$ cat src/rtl/rcp_pkg.sv
// package of constants for the rom code protection block
package rcp_pkg;
   // ****************************************
   // rom map
   // ****************************************
   localparam int          ROM_AW          = 15;
   localparam int          ROM_DW          = 17;
   localparam logic [14:0] RESERVED_LO     = 15'h7ff8;
   localparam logic [14:0] RESERVED_HI     = 15'h7ffd;
   localparam logic [14:0] PROT_WORD_ADDR  = 15'h7ffe;
   localparam logic [14:0] RESET_VEC_ADDR  = 15'h7fff;
   localparam int          BLOCK_SHIFT     = 9;
   localparam int          PART_W          = 6;
   // ****************************************
   // protection word fields
   // ****************************************
   localparam int          TRUE_MARK_LSB   = 9;
   localparam int          WHOLE_LOCK_BIT  = 8;
   localparam int          BLOCK_LOCK_BIT  = 7;
   localparam int          COMP_MARK_LSB   = 0;
   localparam logic [16:0] PROT_ERASED     = 17'h1ffff;
   // ****************************************
   // ahb register map
   // ****************************************
   localparam logic [7:0]  REG_STATUS      = 8'h00;
   localparam logic [7:0]  REG_PROT_WORD   = 8'h04;
   localparam logic [7:0]  REG_CONTROL     = 8'h08;
   localparam logic [7:0]  REG_BOOT_VEC    = 8'h0c;
   localparam int          CTL_RECHECK     = 0;
   localparam int          CTL_MODE_LSB    = 1;
   localparam int          CTL_VPP_LOW     = 3;
   // ****************************************
   // types
   // ****************************************
   typedef enum logic [1:0] {
      MODE_NORMAL, MODE_EPROM, MODE_EMUL, MODE_TRACE
   } rcp_mode_t;
   typedef enum logic [1:0] {
      PROT_NONE, PROT_BLOCK, PROT_WHOLE
   } rcp_level_t;
endpackage

$ cat src/rtl/rcp_top.sv
// rom code protection logic with ahb-lite register access
//
// The AHB-Lite interface to the registers was left to the implementer.
`timescale 1ns/1ns
// Operation
// - after reset branch via word 0x7fff
// - protection word read from 0x7ffe
// - block scan access and lookup reads
// - lower block and upper block split
// - decode protection word fields
// - partition limit is (n+1)*512
// - programming only clears bits
// - both locks set means no protection
// - block lock protects below partition
// - whole lock clear protects everything
// - power-up check suspends execution
// - recheck before any test mode; trace to emulation with vpp low enters MODE_EMUL at once, with no recheck
// - emulation trace switch needs recheck
// - emulation lookups use external source
// - trace to emulation keeps security
// - partition cannot be moved later
// - 64 partition values over rom
module rcp_top #(
   parameter int ADDR_W = 15
) (
   // clock and reset
   input  wire logic              clock_i,
   input  wire logic              reset_n_i,
   // ahb-lite slave
   input  wire logic              hsel_i,
   input  wire logic [31:0]       haddr_i,
   input  wire logic [1:0]        htrans_i,
   input  wire logic              hwrite_i,
   input  wire logic [2:0]        hsize_i,
   input  wire logic [31:0]       hwdata_i,
   input  wire logic              hready_i,
   output logic      [31:0]       hrdata_o,
   output logic                   hreadyout_o,
   output logic                   hresp_o,
   // rom port shared by init and scan
   output logic      [ADDR_W-1:0] rom_addr_o,
   output logic                   rom_rd_o,
   output logic                   rom_wr_o,
   output logic      [16:0]       rom_wdata_o,
   input  wire logic [16:0]       rom_rdata_i,
   // scan path request
   input  wire logic              scan_req_i,
   input  wire logic              scan_wr_i,
   input  wire logic [ADDR_W-1:0] scan_addr_i,
   input  wire logic [16:0]       scan_wdata_i,
   output logic                   scan_ack_o,
   output logic                   scan_deny_o,
   output logic      [16:0]       scan_rdata_o,
   // lookup check from core
   input  wire logic              lookup_req_i,
   input  wire logic [ADDR_W-1:0] lookup_pc_i,
   input  wire logic [ADDR_W-1:0] lookup_addr_i,
   output logic                   lookup_deny_o,
   output logic                   lookup_ext_o,
   // core control
   output logic                   core_hold_o,
   output logic                   boot_go_o,
   output logic      [16:0]       boot_vec_o,
   output logic      [1:0]        mode_o
);
   // ****************************************
   // reset release
   // ****************************************
   logic rst_s1_q, rst_n;
   always_ff @(posedge clock_i or negedge reset_n_i) begin
      if (!reset_n_i) begin
         rst_s1_q <= 1'b0;
         rst_n    <= 1'b0;
      end else begin
         rst_s1_q <= 1'b1;
         rst_n    <= rst_s1_q;
      end
   end

   // ****************************************
   // decode functions
   // ****************************************
   function automatic logic [ADDR_W-1:0] part_limit(input logic [5:0] idx);
      part_limit = ADDR_W'({idx, 9'h000}) + ADDR_W'(15'h0200);
   endfunction

   function automatic logic in_low(input logic [ADDR_W-1:0] a, input logic [5:0] idx);
      // lower block test, full 64 range
      in_low = ({1'b0, a} < ({1'b0, part_limit(idx)} | {(idx == 6'h3f), {ADDR_W{1'b0}}}));
   endfunction

   // ****************************************
   // protection state
   // ****************************************
   typedef enum logic [1:0] {ST_RESET, ST_READ, ST_LATCH, ST_RUN} rcp_st_t;
   rcp_st_t st_q, st_d;
   logic [16:0] word_q, vec_q;
   logic        vec_phase_q;
   rcp_pkg::rcp_mode_t mode_q, mode_pend_q;
   logic        recheck_q;

   wire logic [5:0] true_partition_marker       = word_q[rcp_pkg::TRUE_MARK_LSB +: 6];
   wire logic [5:0] complement_partition_marker = word_q[rcp_pkg::COMP_MARK_LSB +: 6];
   wire logic       whole_rom_lock_bit          = word_q[rcp_pkg::WHOLE_LOCK_BIT];
   wire logic       lower_block_lock_bit        = word_q[rcp_pkg::BLOCK_LOCK_BIT];
   wire logic [5:0] partition_index             = true_partition_marker;
   wire logic       marker_ok = (complement_partition_marker == ~partition_index);
   rcp_pkg::rcp_level_t level;
   assign level = !whole_rom_lock_bit ? rcp_pkg::PROT_WHOLE :
                  lower_block_lock_bit ? rcp_pkg::PROT_NONE :
                  marker_ok ? rcp_pkg::PROT_BLOCK : rcp_pkg::PROT_WHOLE;

   function automatic logic prot(input logic [ADDR_W-1:0] a);
      prot = (level == rcp_pkg::PROT_WHOLE) ||
             ((level == rcp_pkg::PROT_BLOCK) && in_low(a, partition_index));
   endfunction

   // ****************************************
   // ahb slave
   // ****************************************
   logic        ph_q, ph_wr_q;
   logic [7:0]  ph_addr_q;
   logic [3:0]  ctl_q;
   wire logic   ahb_go  = hsel_i && htrans_i[1] && hready_i;
   wire logic   ahb_wr  = ph_q && ph_wr_q;
   wire logic   ctl_wr  = ahb_wr && (ph_addr_q == rcp_pkg::REG_CONTROL);
   wire logic [1:0] req_mode = hwdata_i[rcp_pkg::CTL_MODE_LSB +: 2];
   wire logic   vpp_low = hwdata_i[rcp_pkg::CTL_VPP_LOW];
   // trace to emulation by vpp low
   wire logic   vpp_drop = ctl_wr && vpp_low && (mode_q == rcp_pkg::MODE_TRACE) &&
                           (rcp_pkg::rcp_mode_t'(req_mode) == rcp_pkg::MODE_EMUL);
   wire logic   mode_chg = ctl_wr && (rcp_pkg::rcp_mode_t'(req_mode) != mode_q) && !vpp_drop;
   wire logic   sw_chk   = ctl_wr && hwdata_i[rcp_pkg::CTL_RECHECK];
   wire logic [31:0] rd_mux =
      (haddr_i[7:0] == rcp_pkg::REG_STATUS)    ? {26'h0, marker_ok, level, mode_q, (st_q == ST_RUN)} :
      (haddr_i[7:0] == rcp_pkg::REG_PROT_WORD) ? {15'h0, word_q} :
      (haddr_i[7:0] == rcp_pkg::REG_CONTROL)   ? {28'h0, ctl_q} :
      (haddr_i[7:0] == rcp_pkg::REG_BOOT_VEC)  ? {15'h0, vec_q} : 32'h0;

   always_ff @(posedge clock_i or negedge rst_n) begin
      if (!rst_n) begin
         ph_q      <= 1'b0;
         ph_wr_q   <= 1'b0;
         ph_addr_q <= 8'h00;
         hrdata_o  <= 32'h0;
         ctl_q     <= 4'h0;
      end else begin
         ph_q      <= ahb_go;
         ph_wr_q   <= hwrite_i;
         ph_addr_q <= haddr_i[7:0];
         hrdata_o  <= ahb_go && !hwrite_i ? rd_mux : 32'h0;
         if (ctl_wr)
            ctl_q <= {vpp_low, req_mode, 1'b0};
      end
   end
   assign hreadyout_o = 1'b1;
   assign hresp_o     = 1'b0;

   // ****************************************
   // init sequencer
   // ****************************************
   wire logic chk_req = mode_chg || sw_chk || recheck_q;
   always_comb begin
      st_d = st_q;
      unique case (st_q)
         ST_RESET: st_d = ST_READ;
         ST_READ:  st_d = ST_LATCH;
         ST_LATCH: st_d = vec_phase_q ? ST_RUN : ST_READ;
         ST_RUN:   st_d = chk_req ? ST_READ : ST_RUN;
      endcase
   end

   always_ff @(posedge clock_i or negedge rst_n) begin
      if (!rst_n) begin
         st_q        <= ST_RESET;
         word_q      <= rcp_pkg::PROT_ERASED;
         vec_q       <= 17'h0;
         vec_phase_q <= 1'b0;
         mode_q      <= rcp_pkg::MODE_NORMAL;
         mode_pend_q <= rcp_pkg::MODE_NORMAL;
         recheck_q   <= 1'b0;
         boot_go_o   <= 1'b0;
      end else begin
         st_q      <= st_d;
         boot_go_o <= 1'b0;
         if (vpp_drop)
            mode_q <= rcp_pkg::MODE_EMUL;
         if (mode_chg)
            mode_pend_q <= rcp_pkg::rcp_mode_t'(req_mode);
         recheck_q <= (st_q != ST_RUN) && (mode_chg || sw_chk);
         if (st_q == ST_RUN && chk_req)
            vec_phase_q <= 1'b0;
         if (st_q == ST_LATCH) begin
            if (!vec_phase_q) begin
               word_q      <= rom_rdata_i;
               vec_phase_q <= 1'b1;
            end else begin
               // reset vector fetched, new mode enters
               vec_q     <= rom_rdata_i;
               mode_q    <= mode_pend_q;
               boot_go_o <= 1'b1;
            end
         end
      end
   end

   // ****************************************
   // rom port, scan and lookup
   // ****************************************
   wire logic init_busy = (st_q != ST_RUN);
   wire logic scan_go   = scan_req_i && !init_busy;
   wire logic scan_bad  = prot(scan_addr_i);
   wire logic [ADDR_W-1:0] init_addr = vec_phase_q ? rcp_pkg::RESET_VEC_ADDR : rcp_pkg::PROT_WORD_ADDR;
   wire logic same_blk = (in_low(lookup_pc_i, partition_index) == in_low(lookup_addr_i, partition_index));
   // scan answer waits one cycle for the rom data of its own address
   logic      scan_ack_q, scan_deny_q, scan_rd_q;

   always_ff @(posedge clock_i or negedge rst_n) begin
      if (!rst_n) begin
         rom_addr_o    <= '0;
         rom_rd_o      <= 1'b0;
         rom_wr_o      <= 1'b0;
         rom_wdata_o   <= 17'h0;
         scan_ack_o    <= 1'b0;
         scan_deny_o   <= 1'b0;
         scan_rdata_o  <= 17'h0;
         scan_ack_q    <= 1'b0;
         scan_deny_q   <= 1'b0;
         scan_rd_q     <= 1'b0;
         lookup_deny_o <= 1'b0;
         lookup_ext_o  <= 1'b0;
         core_hold_o   <= 1'b1;
      end else begin
         rom_addr_o   <= init_busy ? init_addr : scan_addr_i;
         rom_rd_o     <= init_busy ? (st_d == ST_READ || st_q == ST_READ) : scan_go && !scan_wr_i && !scan_bad;
         rom_wr_o     <= scan_go && scan_wr_i && !scan_bad;
         rom_wdata_o  <= scan_wdata_i;
         scan_ack_q   <= scan_go;
         scan_deny_q  <= scan_go && scan_bad;
         scan_rd_q    <= scan_go && !scan_wr_i && !scan_bad;
         scan_ack_o   <= scan_ack_q && !init_busy;
         scan_deny_o  <= scan_deny_q && !init_busy;
         scan_rdata_o <= scan_rd_q ? rom_rdata_i : 17'h0;
         lookup_deny_o <= lookup_req_i && (init_busy || (prot(lookup_addr_i) && !same_blk));
         lookup_ext_o  <= lookup_req_i && (mode_q == rcp_pkg::MODE_EMUL);
         core_hold_o   <= init_busy;
      end
   end
   assign boot_vec_o = vec_q;
   assign mode_o     = mode_q;
endmodule // rcp_top

$ cat config.mk
export PLATFORM = sky130hd
export DESIGN_NAME = rcp_top
export DESIGN_NICKNAME = d
export VERILOG_FILES = /design/src/rtl/rcp_pkg.sv /design/src/rtl/rcp_top.sv
export SDC_FILE = /design/constraint.sdc
export NUM_CORES = 1
export LEC_CHECK = 0
export ABC_AREA = 0
export BUFFER_PORTS_ARGS = -buffer_cell sky130_fd_sc_hd__buf_2
export CORE_MARGIN = 2
export CORE_UTILIZATION = 46
export DETAILED_ROUTE_END_ITERATION = 16
export PLACE_DENSITY = 0.8
export SETUP_SLACK_MARGIN = 0.02
export SLEW_MARGIN = 25
export SYNTH_ARGS = -nofsm -noshare
export SYNTH_HDL_FRONTEND = slang
export SYNTH_SLANG_ARGS = --single-unit
$ cat constraint.sdc
create_clock -name clock_i -period 5.33 [get_ports clock_i]
set_input_delay 1.066 -clock clock_i [delete_from_list [all_inputs] [get_ports clock_i]]
set_output_delay 1.066 -clock clock_i [all_outputs]
set_load 0.02 [all_outputs]
---- After elaboration in Yosys (flattened, before gate mapping) ----
Cells that the tools add are included.
storage, ports and cells
  register bits ........................... 134
  input bits .............................. 156
  output and inout bits ................... 110
  word-level logic and storage cells ...... 118
cells by class
  add/sub/neg operators ................... 1
  magnitude comparators ................... 3
  equality and inequality tests ........... 18
  muxes and demuxes ....................... 23
  bitwise operators ....................... 3
  reductions and logical operators ........ 42
operator list
  operator                                                           count
  17-bit two-way mux                                                 6
  15-bit by 16-bit less-than comparator with 1-bit output            3
  1-bit logical AND                                                  26
  8-bit by 4-bit == test with 1-bit output (second input constant)   3
  2-bit two-way mux                                                  8
  15-bit by 16-bit bitwise OR with 16-bit output                     1
  15-bit by 10-bit adder with 15-bit output (second input constant)  1
  15-bit two-way mux                                                 1
  2-bit == test (second input constant)                              6
  8-bit by 3-bit == test with 1-bit output (second input constant)   1
  8-bit zero test                                                    1
  2-bit one-hot mux with 4 select lines                              1
  1-bit two-way mux                                                  7
  2-bit by 1-bit == test with 1-bit output (second input constant)   3
  6-bit == test                                                      1
  6-bit == test (second input constant)                              1
  1-bit zero test                                                    6
  1-bit logical OR                                                   6
  6-bit NOT                                                          1
  2-bit AND reduction                                                2
  2-bit zero test                                                    1
  2-bit != test                                                      1
  2-bit != test (second input constant)                              1
  1-bit == test                                                      1
  1-bit NOT                                                          1

---- Longest topological paths before layout ----
  depth after elaboration ................. 14
  mapped depth ............................ 11
  gate-level depth less buffers ........... 10

---- Least setup slack after synthesis ----
Ideal clock, no wire load.
  kind .................................... register to register
  from .................................... register word_q[11]
  to ...................................... register lookup_deny_o
  library setup time ...................... 0.120 ns
  data arrival time ....................... 2.307 ns
  data required time ...................... 5.210 ns
  slack ................................... 2.903 ns
  cell stages (with the launch flop) ...... 12
  buffers on the path ..................... 1
  period minus slack after synthesis ...... 2.427 ns
  cell sequence ........................... dfstp_2 -> clkbuf_1 -> and3_1 -> nand3_1 -> xor2_1 -> ha_1 -> nand3_1 -> a21oi_1 -> a211oi_1 -> nor2b_1 -> o211ai_1 -> and3_1
on the way
  cells in the longest elaborated chain, start to end .. 11
  elaborated cells between the ends (all ways) .. 19
  those cells by class .................... add/sub: 1; order compare: 2; eq/ne: 5; mux: 3; bitwise: 2; reduce/logical: 6
RTL lines
  item                                                                                             RTL line        text
  start, declared                                                                                  rcp_top.sv:97   logic [16:0] word_q, vec_q;
  start signal, assigned                                                                           rcp_top.sv:176  word_q <= rcp_pkg::PROT_ERASED;
  start signal, assigned                                                                           rcp_top.sv:195  word_q <= rom_rdata_i;
  branches (longest 8 deep; another with 15-bit by 16-bit less-than comparator with 1-bit output)  n/a
  1-bit logical AND *                                                                              rcp_top.sv:244  lookup_deny_o <= lookup_req_i && (init_busy || (prot(lookup_addr_i) && !same_blk));
  1-bit logical OR *                                                                               rcp_top.sv:244
  1-bit logical AND *                                                                              rcp_top.sv:244
  end signal, assigned                                                                             rcp_top.sv:244
  end, declared                                                                                    rcp_top.sv:58   output logic lookup_deny_o,
Mark *: on every way between the ends.
A chain may end at the register's enable or synchronous reset.

---- Final worst setup path ----
  from .................................... register word_q[9]
  to ...................................... register lookup_deny_o
The elaborated chain is that of the path after synthesis.

==> flow_summary_export.csv <==
group,metric,value,unit
logic_synthesis,yosysSeqAreaShare,0.636,
critical_path,critical_path_class,"flip-flop to flip-flop",
grt,antenna_found_initial,0,
cts,cts_tree,"yes",
logic_synthesis,synthTopCellsByArea,"dfrtp_1, dfstp_2, nand2_1, ha_1, mux2_2",
route,antenna_left,0,
grt,grtUsageTotal,0.214,
cts,clk_pin_slew,0.06,ns
placement,placed_area,6260,um^2
timing,fin_crit_sh,0.537,
grt,top_usage_layer,"met2",
route,dr.pass1.iters,4,
logic_synthesis,ys_async_sr_fraction,1.00,
floorplanning,chipHeight,111,um
cts,clock-sinks,134,
logic_synthesis,syn_avg_cell_area,11.9,um^2
power,leakagePower,3.51,nW
placement,gp_congestion,0.800,
logic_synthesis,synthFlopType,"dfrtp_1",
grt,grt_pass1_vias,4003,
cells_and_area,multi_input_area,1750,um^2
timing,fin_hold_ws,0.353,ns
cts,cts_buffer_depth,2,
grt,grt-ovfl-total,0,
timing,slew_headroom,0.329,
grt,grt_max_degree,76,
run,maxCapViolations,0,
timing,fin_crit,2.86,ns
timing,maxSlewViolCount,0,
floorplanning,die_x,111,um
placement,place_inst,749,
floorplanning,row_count,39,
power,vdd_drop_max,252,uV
critical_path,worstPathRequired,5.62,ns
power,power_switching,0.613,mW
logic_synthesis,synth_cells,446,
timing,fin_worst_skew,0.00595,ns
placement,post-dp-hpwl,9040,um
cts,cts_buffers,17,
cts,cts_hold_buf,0,
floorplanning,io_pins,266,
cts,htreeDepth,4,
critical_path,arrival,3.16,ns
route,vias_per_cell,5.02,
logic_synthesis,synth_edf_count,0,
timing,final_hold_viol_count,0,
critical_path,start_kind,"flip-flop",
grt,grt_first_pass_wirelength,20500,um
cells_and_area,antenna_cells,0,
cells_and_area,nets,797,
timing,rsz0062_at_grt,"no",
cells_and_area,final_util,0.604,
route,vias,3922,
timing,finalSetupTns,0,ns
min_path,worst_hold_path_type,"flip-flop to flip-flop",
cells_and_area,fill_cells,939,
outcome,status,"complete, no violations",
floorplanning,core,11300,um^2
cells_and_area,final_cell_mix,"buf_2, dfrtp_1, nand2_1",
power,power_frac_comb,0.092,
power,swShare,0.249,
cells_and_area,final_cells,781,
logic_synthesis,yosysTopAreaCell,"dfrtp_1",
route,wl_per_cell,16.3,um
grt,use_met1,0.264,
power,p_int,1.84,mW
cells_and_area,final_area,6840,um^2
timing,max_freq,349,MHz
cts,cts_root_buffer,"clkbuf_16",
power,power.density,360,nW/um^2
cts,post_cts_buffers,0,
route,wl,12700,um
floorplanning,initial_core_util,0.469,
logic_synthesis,netlist.area_leader.share,0.547,
timing,setup_viol_count_final,0,
cts,cts.repair.resized,0,
grt,use_met3,0.0637,
logic_synthesis,ys_ff_latch,134,
logic_synthesis,synth_area,5310,um^2
critical_path,cp_max_fo,9,
route,initialDrtViolationCount,172,
cells_and_area,final_common_cell,"buf_2",
critical_path,endpoint_kind,"flip-flop",
cts,insertion_delay,0.41,ns
route,drc,0,
power,power_frac_seq,0.447,
logic_synthesis,yosys_warnings,0,
cells_and_area,seq_area,3380,um^2
cells_and_area,syn_to_final_growth,28.8,%
floorplanning,die_area,12400,um^2
power,p_clk_frac,0.461,
grt,use_met2,0.358,
cells_and_area,drive_above_1_share,0.403,
placement,io_buffers,174,
logic_synthesis,synth_cell_type_count,47,
timing,tightest_slew,1.00,ns
==> critical path, cell delays in order (launching register included) <==
cell and delay, ns:
dfstp_2 0.64, ha_1 0.25, nand3_1 0.11, xor2_1 0.35
ha_1 0.33, a21o_1 0.17, a211oi_1 0.39, nor2b_1 0.19
o211ai_1 0.08, and3_1 0.21
==> per-stage QoR <==
step	power (mW)	setup WS, ns
6_report	2.46	2.47
3_3_place_gp	1.33	2.57
4_1_cts	2.49	2.47
3_5_place_dp	1.35	2.48
2_1_floorplan	1.25	1.35
5_1_grt	2.56	2.31
==> cells by family after synthesis <==
family	Yosys count	share of synthesized area
xor gates and xnor gates	12	0.0198
DFF	134	0.636
other	2	0.00141
and+or+nand+nor	162	0.145
muxes	29	0.0606
buffers and inverters	48	0.0462
adders and majority gates	16	0.0377
AOI/OAI and AO/OA	43	0.0528
==> cells in the mapped netlist (5+ instances only) <==
cell and number:
a21oi_1 10, and2_1 17, and3_1 6, buf_4 17, clkbuf_1 11, dfrtp_1 116, dfstp_2 18, ha_1 16
inv_1 16, mux2_2 14, mux2i_1 13, nand2_1 76, nand3_1 8, nor2_1 22, o21ai_0 9, or2_2 14
xnor2_1 7, xor2_1 5
==> final cells by class <==
| type | count | area share |
|---|---|---|
| well taps | 143 | 0.0262 |
| repair buffers | 176 | 0.130 |
| flip-flops and latches | 134 | 0.494 |
| clock buffers | 20 | 0.0639 |
| clock inverters | 12 | 0.0210 |
| inverters | 16 | 0.00878 |
| multi-input cells | 280 | 0.256 |
==> power by group through the flow <==
| stage | Combinational, mW | Clock (mW) | Sequential [mW] |
|---|---|---|---|
| floorplan | 0.0834 | 0 | 1.17 |
| global placement | 0.220 | 0 | 1.11 |
| detailed placement | 0.228 | 0 | 1.12 |
| CTS | 0.229 | 1.16 | 1.10 |
| global route | 0.248 | 1.21 | 1.11 |
| finish | 0.226 | 1.13 | 1.10 |
==> state kept, by name, summed over array words and instances, names as in the netlist, 3 cells and up <==
name and count:
word_q 17, rom_wdata_o 17, rom_addr_o 15, ph_addr_q 8, ctl_q 3, boot_vec_o 17
hrdata_o 17, scan_rdata_o 17
==> layer usage <==
layer,part of all wire,vias to the layer above
li1,-,1803
met1,0.41,1932
met2,0.50,167
met3,0.070,20
met4,0.017,0
met5,0,-
==> final timing paths <==
| kind | start | to | slack (ns) | depth (start not counted) |
|---|---|---|---|---|
| max | word_q[9] | lookup_deny_o | 2.47 | 9 |
| min | rst_s1_q | rst_n | 0.35 | 0 |
| max reg2reg | word_q[9] | lookup_deny_o | 2.47 | 9 |
| min reg2reg | rst_s1_q | rst_n | 0.35 | 0 |
| max in group asynchronous | rst_n | ctl_q[2] | 3.55 | 1 |
| min in group asynchronous | rst_n | scan_rdata_o[1] | 0.39 | 0 |
Note: power is estimated with default switching activity, not from simulation.
